$ cat config.mk
export PLATFORM = sky130hd
export DESIGN_NAME = shrp_port
export DESIGN_NICKNAME = d
export VERILOG_FILES = /design/src/pkg/shrp_pkg.sv /design/src/design/shrp_port.sv
export VERILOG_INCLUDE_DIRS = /design/src /design/src/pkg
export SDC_FILE = /design/constraint.sdc
export NUM_CORES = 1
export LEC_CHECK = 0
export CAP_MARGIN = 20
export CORE_UTILIZATION = 41
export CTS_BUF_LIST = sky130_fd_sc_hd__clkbuf_16
export DETAILED_ROUTE_END_ITERATION = 16
export DONT_BUFFER_PORTS = 1
export SKIP_CTS_REPAIR_TIMING = 1
export SYNTH_ARGS = -nofsm -noshare
export SYNTH_HDL_FRONTEND = slang
export SYNTH_SLANG_ARGS = --single-unit
$ cat constraint.sdc
create_clock -name clk_sys -period 2.8 [get_ports clk_sys]
set_input_delay 0.56 -clock clk_sys [delete_from_list [all_inputs] [get_ports clk_sys]]
set_output_delay 0.56 -clock clk_sys [all_outputs]
set_load 0.1 [all_outputs]
$ cat src/pkg/shrp_cfg.svh
`ifndef SHRP_CFG_SVH
`define SHRP_CFG_SVH

// ==========================================================
// Address/command byte layout
`define SHRP_AC_W          8
`define SHRP_AC_KIND_HI    7
`define SHRP_AC_KIND_LO    6
`define SHRP_AC_LEN_HI     5
`define SHRP_AC_LEN_LO     4
`define SHRP_KIND_CMD      2'h0
`define SHRP_KIND_WRITE    2'h1
`define SHRP_KIND_READ     2'h2

// ==========================================================
// Framing and buffering
`define SHRP_BITS_PER_BYTE 3'h7
`define SHRP_FIFO_W        16
`define SHRP_FIFO_D        8

`endif

$ cat src/pkg/shrp_pkg.sv
package shrp_pkg;

  // ==========================================================
  // Transfer phases
  typedef enum logic [2:0] {
    ST_IDLE,
    ST_AC,
    ST_WRITE,
    ST_READ,
    ST_DONE
  } shrp_state_t;

endpackage : shrp_pkg

$ cat src/design/shrp_port.sv
// Operation
// Each transaction: one address/command byte, then optional write or read bytes.
// Command data input is sampled on every serial clock rising edge; the code samples it only in the A/C and write phases.
// Reply bit changes on falling edges so it is stable while clock high; the code drives the first bit just after the last A/C rising edge.
// Host holds chip select low for a transfer, high between transfers.
// Data byte count and direction come from the address/command byte.
// All bytes shift most significant bit first, both directions.
// Command-only transaction carries exactly eight bits, no data phase.
// Each single data byte carries exactly eight bits.
// Address byte sets direction; input and reply never both active.
// Serial clock may rest high or low at start and end.
// Gaps between bytes are optional; back-to-back bytes accepted.
// Reply output is released whenever no read data is being sent.
// Chip select release abandons partial bytes; next transfer restarts.
`timescale 1ns/100ps
`include "shrp_cfg.svh"

// ==========================================================
// Write-data FIFO
module shrp_fifo #(
  parameter int W = `SHRP_FIFO_W,
  parameter int D = `SHRP_FIFO_D
) (
  input  wire logic         clk_sys,
  input  wire logic         rstn,
  input  wire logic         s_valid,
  output logic              s_ready,
  input  wire logic [W-1:0] s_data,
  output logic              m_valid,
  input  wire logic         m_ready,
  output logic [W-1:0]      m_data
);
  localparam int AW = $clog2(D);

  logic [W-1:0]  mem_r [D];
  logic [AW-1:0] wp_r;
  logic [AW-1:0] rp_r;
  logic [AW:0]   cnt_r;
  logic [AW-1:0] wp_nxt;
  logic [AW-1:0] rp_nxt;
  logic [AW:0]   cnt_nxt;
  logic          push;
  logic          pop;

  assign s_ready = (cnt_r != (AW+1)'(D));
  assign m_valid = (cnt_r != '0);
  assign m_data  = mem_r[rp_r];

  always_comb begin
    push    = s_valid & s_ready;
    pop     = m_valid & m_ready;
    wp_nxt  = push ? ((wp_r == AW'(D-1)) ? '0 : wp_r + 1'b1) : wp_r;
    rp_nxt  = pop ? ((rp_r == AW'(D-1)) ? '0 : rp_r + 1'b1) : rp_r;
    cnt_nxt = cnt_r + (AW+1)'(push) - (AW+1)'(pop);
  end

  always_ff @(posedge clk_sys or negedge rstn) begin
    if (!rstn) begin
      wp_r  <= '0;
      rp_r  <= '0;
      cnt_r <= '0;
    end else begin
      wp_r  <= wp_nxt;
      rp_r  <= rp_nxt;
      cnt_r <= cnt_nxt;
    end
  end

  // Storage has no reset; only entries counted valid are ever read
  always_ff @(posedge clk_sys) begin
    if (push) begin
      mem_r[wp_r] <= s_data;
    end
  end
endmodule : shrp_fifo

// ==========================================================
// Serial host register port, device end
module shrp_port (
  input  wire logic       clk_sys,
  input  wire logic       rstn,
  input  wire logic       sclk,
  input  wire logic       chip_select_n,
  input  wire logic       command_data_in,
  output logic            reply_data_o,
  output logic            reply_data_oe_n,
  output logic            cmd_valid,
  output logic [7:0]      cmd_code,
  output logic [7:0]      rd_addr,
  output logic [1:0]      rd_index,
  input  wire logic [7:0] rd_data,
  output logic            wr_valid,
  input  wire logic       wr_ready,
  output logic [15:0]     wr_data,
  output logic            wr_overflow
);
  // ==========================================================
  // Pin synchronisers
  logic [2:0] sclk_r;
  logic [1:0] cs_r;
  logic [1:0] cdi_r;
  logic       sclk_rise;
  logic       sclk_fall;
  logic       active;

  always_ff @(posedge clk_sys or negedge rstn) begin
    if (!rstn) begin
      sclk_r <= 3'h0;
      cs_r   <= 2'h3;
      cdi_r  <= 2'h0;
    end else begin
      sclk_r <= {sclk_r[1:0], sclk};
      cs_r   <= {cs_r[0], chip_select_n};
      cdi_r  <= {cdi_r[0], command_data_in};
    end
  end

  // Edges only, so the resting clock level never matters
  assign sclk_rise = sclk_r[1] & ~sclk_r[2];
  assign sclk_fall = ~sclk_r[1] & sclk_r[2];
  assign active    = ~cs_r[1];

  // ==========================================================
  // Transfer engine
  shrp_pkg::shrp_state_t st_r;
  shrp_pkg::shrp_state_t st_nxt;
  logic [2:0]  bit_r;
  logic [2:0]  bit_nxt;
  logic [1:0]  nbyte_r;
  logic [1:0]  nbyte_nxt;
  logic [1:0]  last_r;
  logic [1:0]  last_nxt;
  logic [7:0]  sh_r;
  logic [7:0]  sh_nxt;
  logic [7:0]  ac_r;
  logic [7:0]  ac_nxt;
  logic        ld_r;
  logic        ld_nxt;
  logic        skip_r;
  logic        skip_nxt;
  logic        rld_r;
  logic        rld_nxt;
  logic        oe_n_r;
  logic        oe_n_nxt;
  logic        rdo_r;
  logic        rdo_nxt;
  logic        cmdv_r;
  logic        cmdv_nxt;
  logic        ovf_r;
  logic        ovf_nxt;
  logic [1:0]  idx_r;
  logic [1:0]  idx_nxt;
  logic        push;
  logic        f_ready;
  logic [7:0]  byte_in;

  assign byte_in = {sh_r[6:0], cdi_r[1]};

  always_comb begin
    st_nxt    = st_r;
    bit_nxt   = bit_r;
    nbyte_nxt = nbyte_r;
    last_nxt  = last_r;
    sh_nxt    = sh_r;
    ac_nxt    = ac_r;
    ld_nxt    = 1'b0;
    skip_nxt  = skip_r;
    rld_nxt   = rld_r;
    oe_n_nxt  = oe_n_r;
    cmdv_nxt  = 1'b0;
    ovf_nxt   = ovf_r;
    idx_nxt   = idx_r;
    push      = 1'b0;
    if (!active) begin
      // Partial byte dropped; next frame starts at a fresh A/C
      st_nxt   = shrp_pkg::ST_IDLE;
      rld_nxt  = 1'b0;
      oe_n_nxt = 1'b1;
    end else begin
      case (st_r)
        shrp_pkg::ST_IDLE: begin
          st_nxt    = shrp_pkg::ST_AC;
          bit_nxt   = 3'h0;
          nbyte_nxt = 2'h0;
          skip_nxt  = 1'b0;
          ovf_nxt   = 1'b0;
        end
        shrp_pkg::ST_AC: begin
          if (sclk_rise) begin
            sh_nxt  = byte_in;
            bit_nxt = bit_r + 3'h1;
            if (bit_r == `SHRP_BITS_PER_BYTE) begin
              ac_nxt   = byte_in;
              cmdv_nxt = 1'b1;
              last_nxt = byte_in[`SHRP_AC_LEN_HI:`SHRP_AC_LEN_LO];
              idx_nxt  = 2'h0;
              case (byte_in[`SHRP_AC_KIND_HI:`SHRP_AC_KIND_LO])
                `SHRP_KIND_WRITE: st_nxt = shrp_pkg::ST_WRITE;
                `SHRP_KIND_READ: begin
                  st_nxt = shrp_pkg::ST_READ;
                  ld_nxt = 1'b1;
                end
                default: st_nxt = shrp_pkg::ST_DONE;
              endcase
            end
          end
        end
        shrp_pkg::ST_WRITE: begin
          if (sclk_rise) begin
            sh_nxt  = byte_in;
            bit_nxt = bit_r + 3'h1;
            if (bit_r == `SHRP_BITS_PER_BYTE) begin
              push      = 1'b1;
              // Host cannot be stalled, so a full FIFO loses the byte
              ovf_nxt   = ovf_r | ~f_ready;
              nbyte_nxt = nbyte_r + 2'h1;
              if (nbyte_r == last_r) begin
                st_nxt = shrp_pkg::ST_DONE;
              end
            end
          end
        end
        shrp_pkg::ST_READ: begin
          oe_n_nxt = 1'b0;
          if (ld_r) begin
            sh_nxt   = rd_data;
            skip_nxt = 1'b1;
          end else if (sclk_fall) begin
            // Change on fall, stable through the high phase
            if (rld_r) begin
              // Next byte enters on the fall, never inside a high phase
              sh_nxt  = rd_data;
              rld_nxt = 1'b0;
            end else if (skip_r) begin
              skip_nxt = 1'b0;
            end else begin
              sh_nxt = {sh_r[6:0], 1'b0};
            end
          end
          if (sclk_rise) begin
            bit_nxt = bit_r + 3'h1;
            if (bit_r == `SHRP_BITS_PER_BYTE) begin
              nbyte_nxt = nbyte_r + 2'h1;
              if (nbyte_r == last_r) begin
                st_nxt = shrp_pkg::ST_DONE;
              end else begin
                idx_nxt = idx_r + 2'h1;
                rld_nxt = 1'b1;
              end
            end
          end
        end
        shrp_pkg::ST_DONE: begin
          // Last bit stands through its high phase, freed on the fall
          if (sclk_fall) begin
            oe_n_nxt = 1'b1;
          end
        end
        default: st_nxt = shrp_pkg::ST_IDLE;
      endcase
    end
    rdo_nxt = sh_nxt[7];
  end

  always_ff @(posedge clk_sys or negedge rstn) begin
    if (!rstn) begin
      st_r    <= shrp_pkg::ST_IDLE;
      bit_r   <= 3'h0;
      nbyte_r <= 2'h0;
      last_r  <= 2'h0;
      sh_r    <= 8'h00;
      ac_r    <= 8'h00;
      ld_r    <= 1'b0;
      skip_r  <= 1'b0;
      rld_r   <= 1'b0;
      oe_n_r  <= 1'b1;
      rdo_r   <= 1'b0;
      cmdv_r  <= 1'b0;
      ovf_r   <= 1'b0;
      idx_r   <= 2'h0;
    end else begin
      st_r    <= st_nxt;
      bit_r   <= bit_nxt;
      nbyte_r <= nbyte_nxt;
      last_r  <= last_nxt;
      sh_r    <= sh_nxt;
      ac_r    <= ac_nxt;
      ld_r    <= ld_nxt;
      skip_r  <= skip_nxt;
      rld_r   <= rld_nxt;
      oe_n_r  <= oe_n_nxt;
      rdo_r   <= rdo_nxt;
      cmdv_r  <= cmdv_nxt;
      ovf_r   <= ovf_nxt;
      idx_r   <= idx_nxt;
    end
  end

  assign reply_data_o    = rdo_r;
  assign reply_data_oe_n = oe_n_r;
  assign cmd_valid       = cmdv_r;
  assign cmd_code        = ac_r;
  assign rd_addr         = ac_r;
  assign rd_index        = idx_r;
  assign wr_overflow     = ovf_r;

  // ==========================================================
  // Write bytes leave tagged with their A/C byte
  shrp_fifo #(
    .W (`SHRP_FIFO_W),
    .D (`SHRP_FIFO_D)
  ) u_wfifo (
    .clk_sys (clk_sys),
    .rstn    (rstn),
    .s_valid (push),
    .s_ready (f_ready),
    .s_data  ({ac_r, byte_in}),
    .m_valid (wr_valid),
    .m_ready (wr_ready),
    .m_data  (wr_data)
  );
endmodule : shrp_port

==> results.json, run 1 <==
{
  "status": "completed",
  "pwr_density_cell_nw_per_um2": 902,
  "io_pins": 53,
  "viasPerCell": 5.34,
  "grt_max_degree": 50,
  "htree_levels": 4,
  "gr-usage-all-layers": 0.173,
  "crit_arrival_ns": 2.13,
  "nNetsFinal": 457,
  "swShare": 0.339,
  "final_util": 0.480,
  "start_kind": "register",
  "grt_pass1_vias": 3914,
  "critical_path_class": "reg2out",
  "antenna_found_initial": 1,
  "wl_per_cell_um": 21.0,
  "p_clk_frac": 0.314,
  "setup_viol": 0,
  "clk_pin_slew_ns": 0.07,
  "hold_slack_ns": 0.123,
  "vdd_drop_max_uv": 510,
  "endpoint_kind": "output pin",
  "clock_latency_ns": 0.43,
  "drt.antenna.violating_nets": 0,
  "avgSynthCellArea_um2": 18.1,
  "drc": 0,
  "drt_iter0_drc": 223,
  "gp_congestion": 0.777,
  "async_flop_share": 0.277,
  "relSlewSlack": 0.318,
  "tightest_slew_ns": 1.02,
  "stdcell_area_um2": 8280,
  "root_buffer": "clkbuf_16",
  "finalMaxSlewViolations": 0,
  "yosysSeqAreaShare": 0.702,
  "clock_sinks": 177,
  "gr-total-overflow": 0,
  "hold_path.class": "in2reg",
  "period_needed_ns": 2.69,
  "power_leakage_nw": 2.93,
  "die_w_um": 135,
  "drv_cap": 0,
  "die_area_um2": 18200,
  "clockBufferDepth": 2,
  "skew_ns": 0.00715,
  "n_antenna_cell": 0,
  "fin_crit_sh": 0.959,
  "synth_edf_count": 128,
  "tritoncts": "done",
  "first_pass_iters": 4,
  "cp.required_ns": 2.24,
  "syn2layout_area_growth_pct": 14.5,
  "timing.fmax_mhz": 372,
  "worstPathMaxFanout": 27,
  "port_buffers": 0,
  "core_um2": 17200,
  "cts_buffers": 17,
  "placed_area_um2": 7660,
  "p_comb_frac": 0.266,
  "synth_fp_nets": 428,
  "yosys_warnings": 0,
  "grt_setup_unrepaired": "false",
  "start_util": 0.419,
  "hold_violations": 0,
  "r2r_cells": 9,
  "rows": 48,
  "grt_pass1_wl_um": 22600,
  "syn_inst": 400,
  "synth-seq-cells": 177,
  "netlist_area_um2": 7230,
  "whs_path_depth": 0,
  "synthDistinctLibCells": 42,
  "seqPwrFrac": 0.420,
  "switchingPower_mw": 2.53,
  "vias": 3561,
  "intPower_mw": 4.94,
  "drive_above_1_share": 0.355,
  "dp_hpwl_um": 9110,
  "fp.dieH_um": 135,
  "routed_wl_um": 14000,
  "synth_ff_type": "edfxtp_1",
  "setup_tns_ns": 0
}
==> worst max-delay path, stage by stage (launching register included) <==
cell     delay [ns]
dfrtp_2        0.39
buf_12         0.24
mux4_2         0.56
mux2_2         0.50
==> cell usage after synthesis (all sizes together) (3+ instances only) <==
library cell,count,area (µm²)
nor2b,4,25.0
ha,13,163
mux2,43,484
dfrtp,46,1150
nand3,4,20.0
nor2,19,76.3
a21oi,11,55.1
mux4,32,721
nor3,5,36.3
clkbuf,7,26.3
a22o,6,52.6
o21ai,5,25.0
dfstp,3,78.8
xnor2,3,26.3
nand2b,5,31.3
inv,13,48.8
edfxtp,128,3840
nand2,16,60.1
buf,13,85.1
==> per-stage QoR <==
step	worst slack, ns	std cells	power, mW
global route	0.0532	667	7.74
floorplan	0.00494	400	4.81
finish	0.114	667	7.47
CTS	0.0912	665	7.51
detailed placement	0.474	633	5.19
global placement	0.562	633	5.16
==> power groups by stage <==
stage	logic [mW]	clock network, mW	registers [mW]
2_1_floorplan	1.70	0	3.12
3_3_place_gp	1.98	0	3.18
3_5_place_dp	1.99	0	3.19
4_1_cts	2.00	2.38	3.14
5_1_grt	2.10	2.48	3.15
6_report	1.99	2.34	3.14
==> flip-flops by register name, summed over array words and instances (netlist names), 2 cells and up <==
register and flops:
cmd_code 7, st_r 3, sh_r 8, u_wfifo.wp_r 3
sclk_r 3, u_wfifo.rp_r 3, u_wfifo.mem_r 128, nbyte_r 2
cs_r 2, rd_index 2, bit_r 3, cdi_r 2
u_wfifo.cnt_r 4
==> layer usage <==
layer	track usage	wire length, µm	part of all wire
met1	0.210	5830	0.42
met4	0.0680	202	0.014
met5	0	0	0
met2	0.290	7010	0.50
met3	0.0529	961	0.069
==> path summary, 6_finish.rpt <==
| path | end | from | slack, ns |
|---|---|---|---|
| max in group asynchronous | reply_data_oe_n | rstn | 1.88 |
| min reg2reg | sclk_r[1] | sclk_r[0] | 0.35 |
| min in group asynchronous | cdi_r[0] | rstn | 0.63 |
| max reg2reg | u_wfifo.cnt_r[1] | u_wfifo.cnt_r[2] | 0.46 |
| max | wr_data[3] | u_wfifo.rp_r[0] | 0.11 |
| min | cs_r[0] | chip_select_n | 0.12 |
==> cell families after synthesis <==
kind of cell,Yosys count,share of synthesized area
AO/OA/AOI/OAI,32,0.0299
XOR/XNOR,4,0.00485
adder cells (fa/ha/maj),14,0.0253
buffers and inverters,33,0.0222
flip-flops,177,0.702
multiplexers,77,0.169
AND/OR/NAND/NOR,63,0.0466
==> cell usage in the layout (no fill, tap or decap), drive strengths merged, types with 6 or more instances in the layout <==
cell / netlist / layout
nand2: 16 / 16
mux2: 43 / 43
dfrtp: 46 / 46
mux4: 32 / 32
clkbuf: 7 / 17
a22o: 6 / 6
edfxtp: 128 / 128
inv: 13 / 20
a21oi: 11 / 11
nor2: 19 / 19
buf: 13 / 29
ha: 13 / 13
==> layout make-up <==
class,count,area (µm²)
repair buffers,30,273
fillers,1435,8960
clock buffers,17,425
inverters,13,48.8
multi-input cells,190,2010
well taps,225,282
flip-flops and latches,177,5080
clock inverters,15,156
Note: power is estimated with default switching activity, not from simulation.
==> run 2: changes to the inputs <==
BUFFER_PORTS_ARGS = -buffer_cell sky130_fd_sc_hd__buf_2   (was unset)
CORE_ASPECT_RATIO = 0.5   (was unset)
DONT_BUFFER_PORTS = unset   (was 1)
==> run 2 against run 1 <==
Against the previous run: register-to-register slack improved by 0.03 ns; fmax fell by 0.80%; sequential power fell by 2%; hold slack got worse by 0.030 ns; critical endpoint is now wr_data[8]; largest cell class unchanged; largest power group unchanged.
==> results.json, run 2 (synthesis results as in run 1) <==
{
  "status": "completed",
  "tritoncts": "done",
  "drv_cap": 0,
  "first_pass_iters": 4,
  "swShare": 0.344,
  "relSlewSlack": 0.589,
  "antenna_found_initial": 0,
  "p_clk_frac": 0.315,
  "cp.required_ns": 2.24,
  "drt.antenna.violating_nets": 0,
  "endpoint_kind": "output pin",
  "finalMaxSlewViolations": 0,
  "seqPwrFrac": 0.407,
  "gr-usage-all-layers": 0.165,
  "drt_iter0_drc": 257,
  "grt_max_degree": 35,
  "pwr_density_cell_nw_per_um2": 896,
  "syn2layout_area_growth_pct": 17.1,
  "drive_above_1_share": 0.397,
  "drc": 0,
  "gp_congestion": 0.776,
  "die_w_um": 190,
  "power_leakage_nw": 3.11,
  "slowest_delay_ns": 0.53,
  "mostFrequentLayoutCells": "128 x edfxtp_1, 48 x buf_2, 45 x dfrtp_1",
  "grt_pass1_wl_um": 21700,
  "vdd_drop_max_uv": 443,
  "htree_levels": 4,
  "worstPathMaxFanout": 19,
  "skew_ns": 0.00939,
  "final_util": 0.504,
  "dp_hpwl_um": 8710,
  "viasPerCell": 5.25,
  "setup_viol": 0,
  "cts_buffers": 17,
  "start_util": 0.430,
  "die_area_um2": 18200,
  "slowest_stage": "mux4_2",
  "fin_crit_sh": 0.967,
  "crit_buf_inv": 2,
  "seq_area_um2": 5070,
  "tightest_slew_ns": 0.615,
  "hold_path.class": "in2async",
  "switchingPower_mw": 2.61,
  "setup_tns_ns": 0,
  "crit_family": "multiplexers",
  "rows": 33,
  "port_buffers": 52,
  "vias": 3715,
  "intPower_mw": 4.98,
  "p_comb_frac": 0.278,
  "wl_per_cell_um": 19.4,
  "root_buffer": "clkbuf_16",
  "clockBufferDepth": 2,
  "fp.dieH_um": 95.9,
  "regMostFlops": "u_wfifo.mem_r",
  "grt_pass1_vias": 3810,
  "critical_path_class": "reg2out",
  "fillers": 1375,
  "gr-total-overflow": 0,
  "largest_reg_flops": 128,
  "core_um2": 16800,
  "multi_input_area_um2": 2010,
  "nNetsFinal": 496,
  "hold_violations": 0,
  "path_cells": "buf_12 -> mux4_2 -> mux2_2 -> buf_2",
  "routed_wl_um": 13700,
  "clock_latency_ns": 0.42,
  "io_pins": 53,
  "clk_pin_slew_ns": 0.07,
  "grt_setup_unrepaired": "false",
  "final_common_cell": "edfxtp_1",
  "period_needed_ns": 2.71,
  "start_kind": "register",
  "crit_arrival_ns": 2.15,
  "timing.fmax_mhz": 369,
  "clock_sinks": 177,
  "n_antenna_cell": 0
}
-- run 2: per-layer routing --
metal,GRT usage,share of wire,vias up
met4,0.0665,0.0096,0
met3,0.0288,0.028,12
met1,0.235,0.50,1949
met2,0.255,0.46,62
li1,-,-,1692
met5,0,0,-
-- run 2: worst paths after layout --
| path | start | to | slack, ns | depth (start not counted) |
|---|---|---|---|---|
| max | u_wfifo.rp_r[0] | wr_data[8] | 0.09 | 4 |
| min | rstn | cmd_code[3] | 0.09 | 1 |
| max reg2reg | bit_r[0] | u_wfifo.mem_r[4][11] | 0.49 | 8 |
| min reg2reg | sclk_r[0] | sclk_r[1] | 0.35 | 0 |
| max in group asynchronous | rstn | cs_r[1] | 2.05 | 2 |
| min in group clk_sys | chip_select_n | cs_r[0] | 0.23 | 1 |
-- run 2: power by group through the flow --
stage	Clock [mW]	Sequential (mW)	Combinational, mW
finish	2.39	3.09	2.11
CTS	2.45	3.09	2.14
global route	2.55	3.11	2.26
global placement	0	3.14	2.13
floorplan	0	3.12	1.70
detailed placement	0	3.14	2.14
-- run 2: area by class of cell --
class	count	area share
clock inverters	15	0.0222
well taps	227	0.0335
multi-input cells	190	0.237
flip-flops and latches	177	0.599
repair buffers	69	0.0514
inverters	13	0.00576
clock buffers	17	0.0502
-- run 2: worst reg2reg max path: cells and delay by family (launching register included) --
family,cells,cell delay [ns]
and+or+nand+nor,4,0.76
DFF,1,0.36
adders and majority gates,2,0.31
buffers and inverters,2,0.55
-- run 2: through the flow --
| step | cell area [µm²] | setup slack [ns] | power (mW) | cells | hold WS, ns |
|---|---|---|---|---|---|
| 2_1_floorplan | 7230 | 0.00494 | 4.81 | 400 | 0.264 |
| 3_3_place_gp | 7840 | 0.513 | 5.26 | 676 | 0.335 |
| 3_5_place_dp | 7840 | 0.466 | 5.28 | 676 | 0.337 |
| 4_1_cts | 8460 | 0.0439 | 7.68 | 708 | 0.0989 |
| 5_1_grt | 8470 | 0.00439 | 7.92 | 708 | 0.119 |
| 6_report | 8470 | 0.0925 | 7.59 | 708 | 0.0924 |
==> run 3: changes to the inputs <==
clock period = 2.9 ns   (was 2.8 ns; I/O delays follow)
==> run 3 against run 2 <==
Against the previous run: clock skew is 0.0011 ns higher; global-route usage hardly changed; design area fell by 0.50%; core utilization down 0.25 points; sequential power is 3% lower; die area did not move; sequential share of layout area grew 0.30 points; hold slack gained 0.079 ns; clock power shrank 7%; cell count fell by 0.28%; largest cell class unchanged; largest power group unchanged.
==> results.json, run 3 (synthesis results as in run 1) <==
{
  "regToRegStartpoint": "bit_r[0]",
  "clockBufferDepth": 2,
  "endpoint_kind": "output pin",
  "clock_latency_ns": 0.43,
  "wl_per_cell_um": 19.6,
  "tightest_slew_ns": 0.656,
  "final_common_cell": "edfxtp_1",
  "mostFrequentLayoutCells": "128 x edfxtp_1, 52 x buf_2, 45 x dfrtp_1",
  "skew_ns": 0.0104,
  "grt_pass1_vias": 3638,
  "regMostFlops": "u_wfifo.mem_r",
  "status": "completed",
  "hold_violations": 0,
  "die_w_um": 190,
  "gr-total-overflow": 0,
  "vdd_drop_max_uv": 437,
  "start_kind": "register",
  "crit_arrival_ns": 2.24,
  "port_buffers": 52,
  "fp.dieH_um": 95.9,
  "antenna_found_initial": 0,
  "seqPwrFrac": 0.413,
  "p_clk_frac": 0.307,
  "die_area_um2": 18200,
  "grt_setup_unrepaired": "false",
  "period_needed_ns": 2.82,
  "final_util": 0.501,
  "grt_pass1_wl_um": 21100,
  "drc": 0,
  "setup_tns_ns": 0,
  "root_buffer": "clkbuf_16",
  "critical_path_class": "reg2out",
  "p_comb_frac": 0.280,
  "grt_max_degree": 35,
  "relSlewSlack": 0.563,
  "clock_sinks": 177,
  "first_pass_iters": 4,
  "worstPathMaxFanout": 16,
  "critPathLaunch": "u_wfifo.rp_r[0]",
  "power_leakage_nw": 3.09,
  "vias": 3681,
  "syn2layout_area_growth_pct": 16.5,
  "finalMaxSlewViolations": 0,
  "core_um2": 16800,
  "io_pins": 53,
  "fin_crit_sh": 0.973,
  "cts_buffers": 17,
  "drt.antenna.violating_nets": 0,
  "dp_hpwl_um": 8330,
  "clk_pin_slew_ns": 0.07,
  "nNetsFinal": 494,
  "start_util": 0.430,
  "setup_viol": 0,
  "htree_levels": 4,
  "routed_wl_um": 13800,
  "finalPower_mw": 7.25,
  "hold_path.class": "in2async",
  "pwr_density_cell_nw_per_um2": 860,
  "largest_reg_flops": 128,
  "gp_congestion": 0.765,
  "drv_cap": 0,
  "n_antenna_cell": 0,
  "viasPerCell": 5.21,
  "cp.required_ns": 2.32,
  "gr-usage-all-layers": 0.165,
  "rows": 33,
  "swShare": 0.342,
  "drt_iter0_drc": 258,
  "intPower_mw": 4.77,
  "tritoncts": "done",
  "timing.fmax_mhz": 355,
  "switchingPower_mw": 2.48,
  "drive_above_1_share": 0.390
}
## run 3: layout make-up
type,instances,area (µm²)
Fill cell,1403,8380
Sequential cell,177,5070
Multi-Input combinational cell,190,2010
Timing Repair Buffer,67,428
Clock buffer,17,425
Tap cell,227,284
Clock inverter,15,153
Inverter,13,48.8
## run 3: metal layers
layer	track usage	part of all wire	up-vias
met5	0	0	-
met4	0.0685	0.0089	0
met3	0.0343	0.054	9
met2	0.249	0.45	89
met1	0.235	0.49	1904
li1	-	-	1679
## run 3: power groups by stage
stage                     Clock (mW)  Sequential, mW  Combinational, mW
final                           2.23            2.99               2.03
after CTS                       2.28            2.98               2.03
after floorplan                    0            3.01               1.64
after detailed placement           0            3.03               2.03
after global routing            2.38            3.01               2.17
after global placement             0            3.03               2.02
## run 3: critical path: stages, from the launching register on
cell	delay (ns)
dfrtp_2	0.47
clkbuf_16	0.25
mux4_2	0.51
mux2_2	0.28
buf_2	0.29
## run 3: path summary, 6_finish.rpt
kind | endpoint | slack, ns | cells after the start
max in group asynchronous | cs_r[0] | 2.07 | 2
min in group clk_sys | cs_r[0] | 0.25 | 1
min | cmd_code[2] | 0.17 | 1
min reg2reg | cdi_r[1] | 0.35 | 0
max | wr_data[14] | 0.08 | 4
max reg2reg | u_wfifo.cnt_r[2] | 0.62 | 9
## run 3: per-stage QoR
| stage | hold slack (ns) | cell area [µm²] | instances | setup WS [ns] |
|---|---|---|---|---|
| 6_report | 0.172 | 8420 | 706 | 0.0794 |
| 5_1_grt | 0.218 | 8420 | 706 | 0.0106 |
| 4_1_cts | 0.180 | 8400 | 705 | 0.0158 |
| 3_5_place_dp | 0.335 | 7820 | 673 | 0.486 |
| 3_3_place_gp | 0.336 | 7820 | 673 | 0.501 |
| 2_1_floorplan | 0.284 | 7230 | 400 | 0.105 |
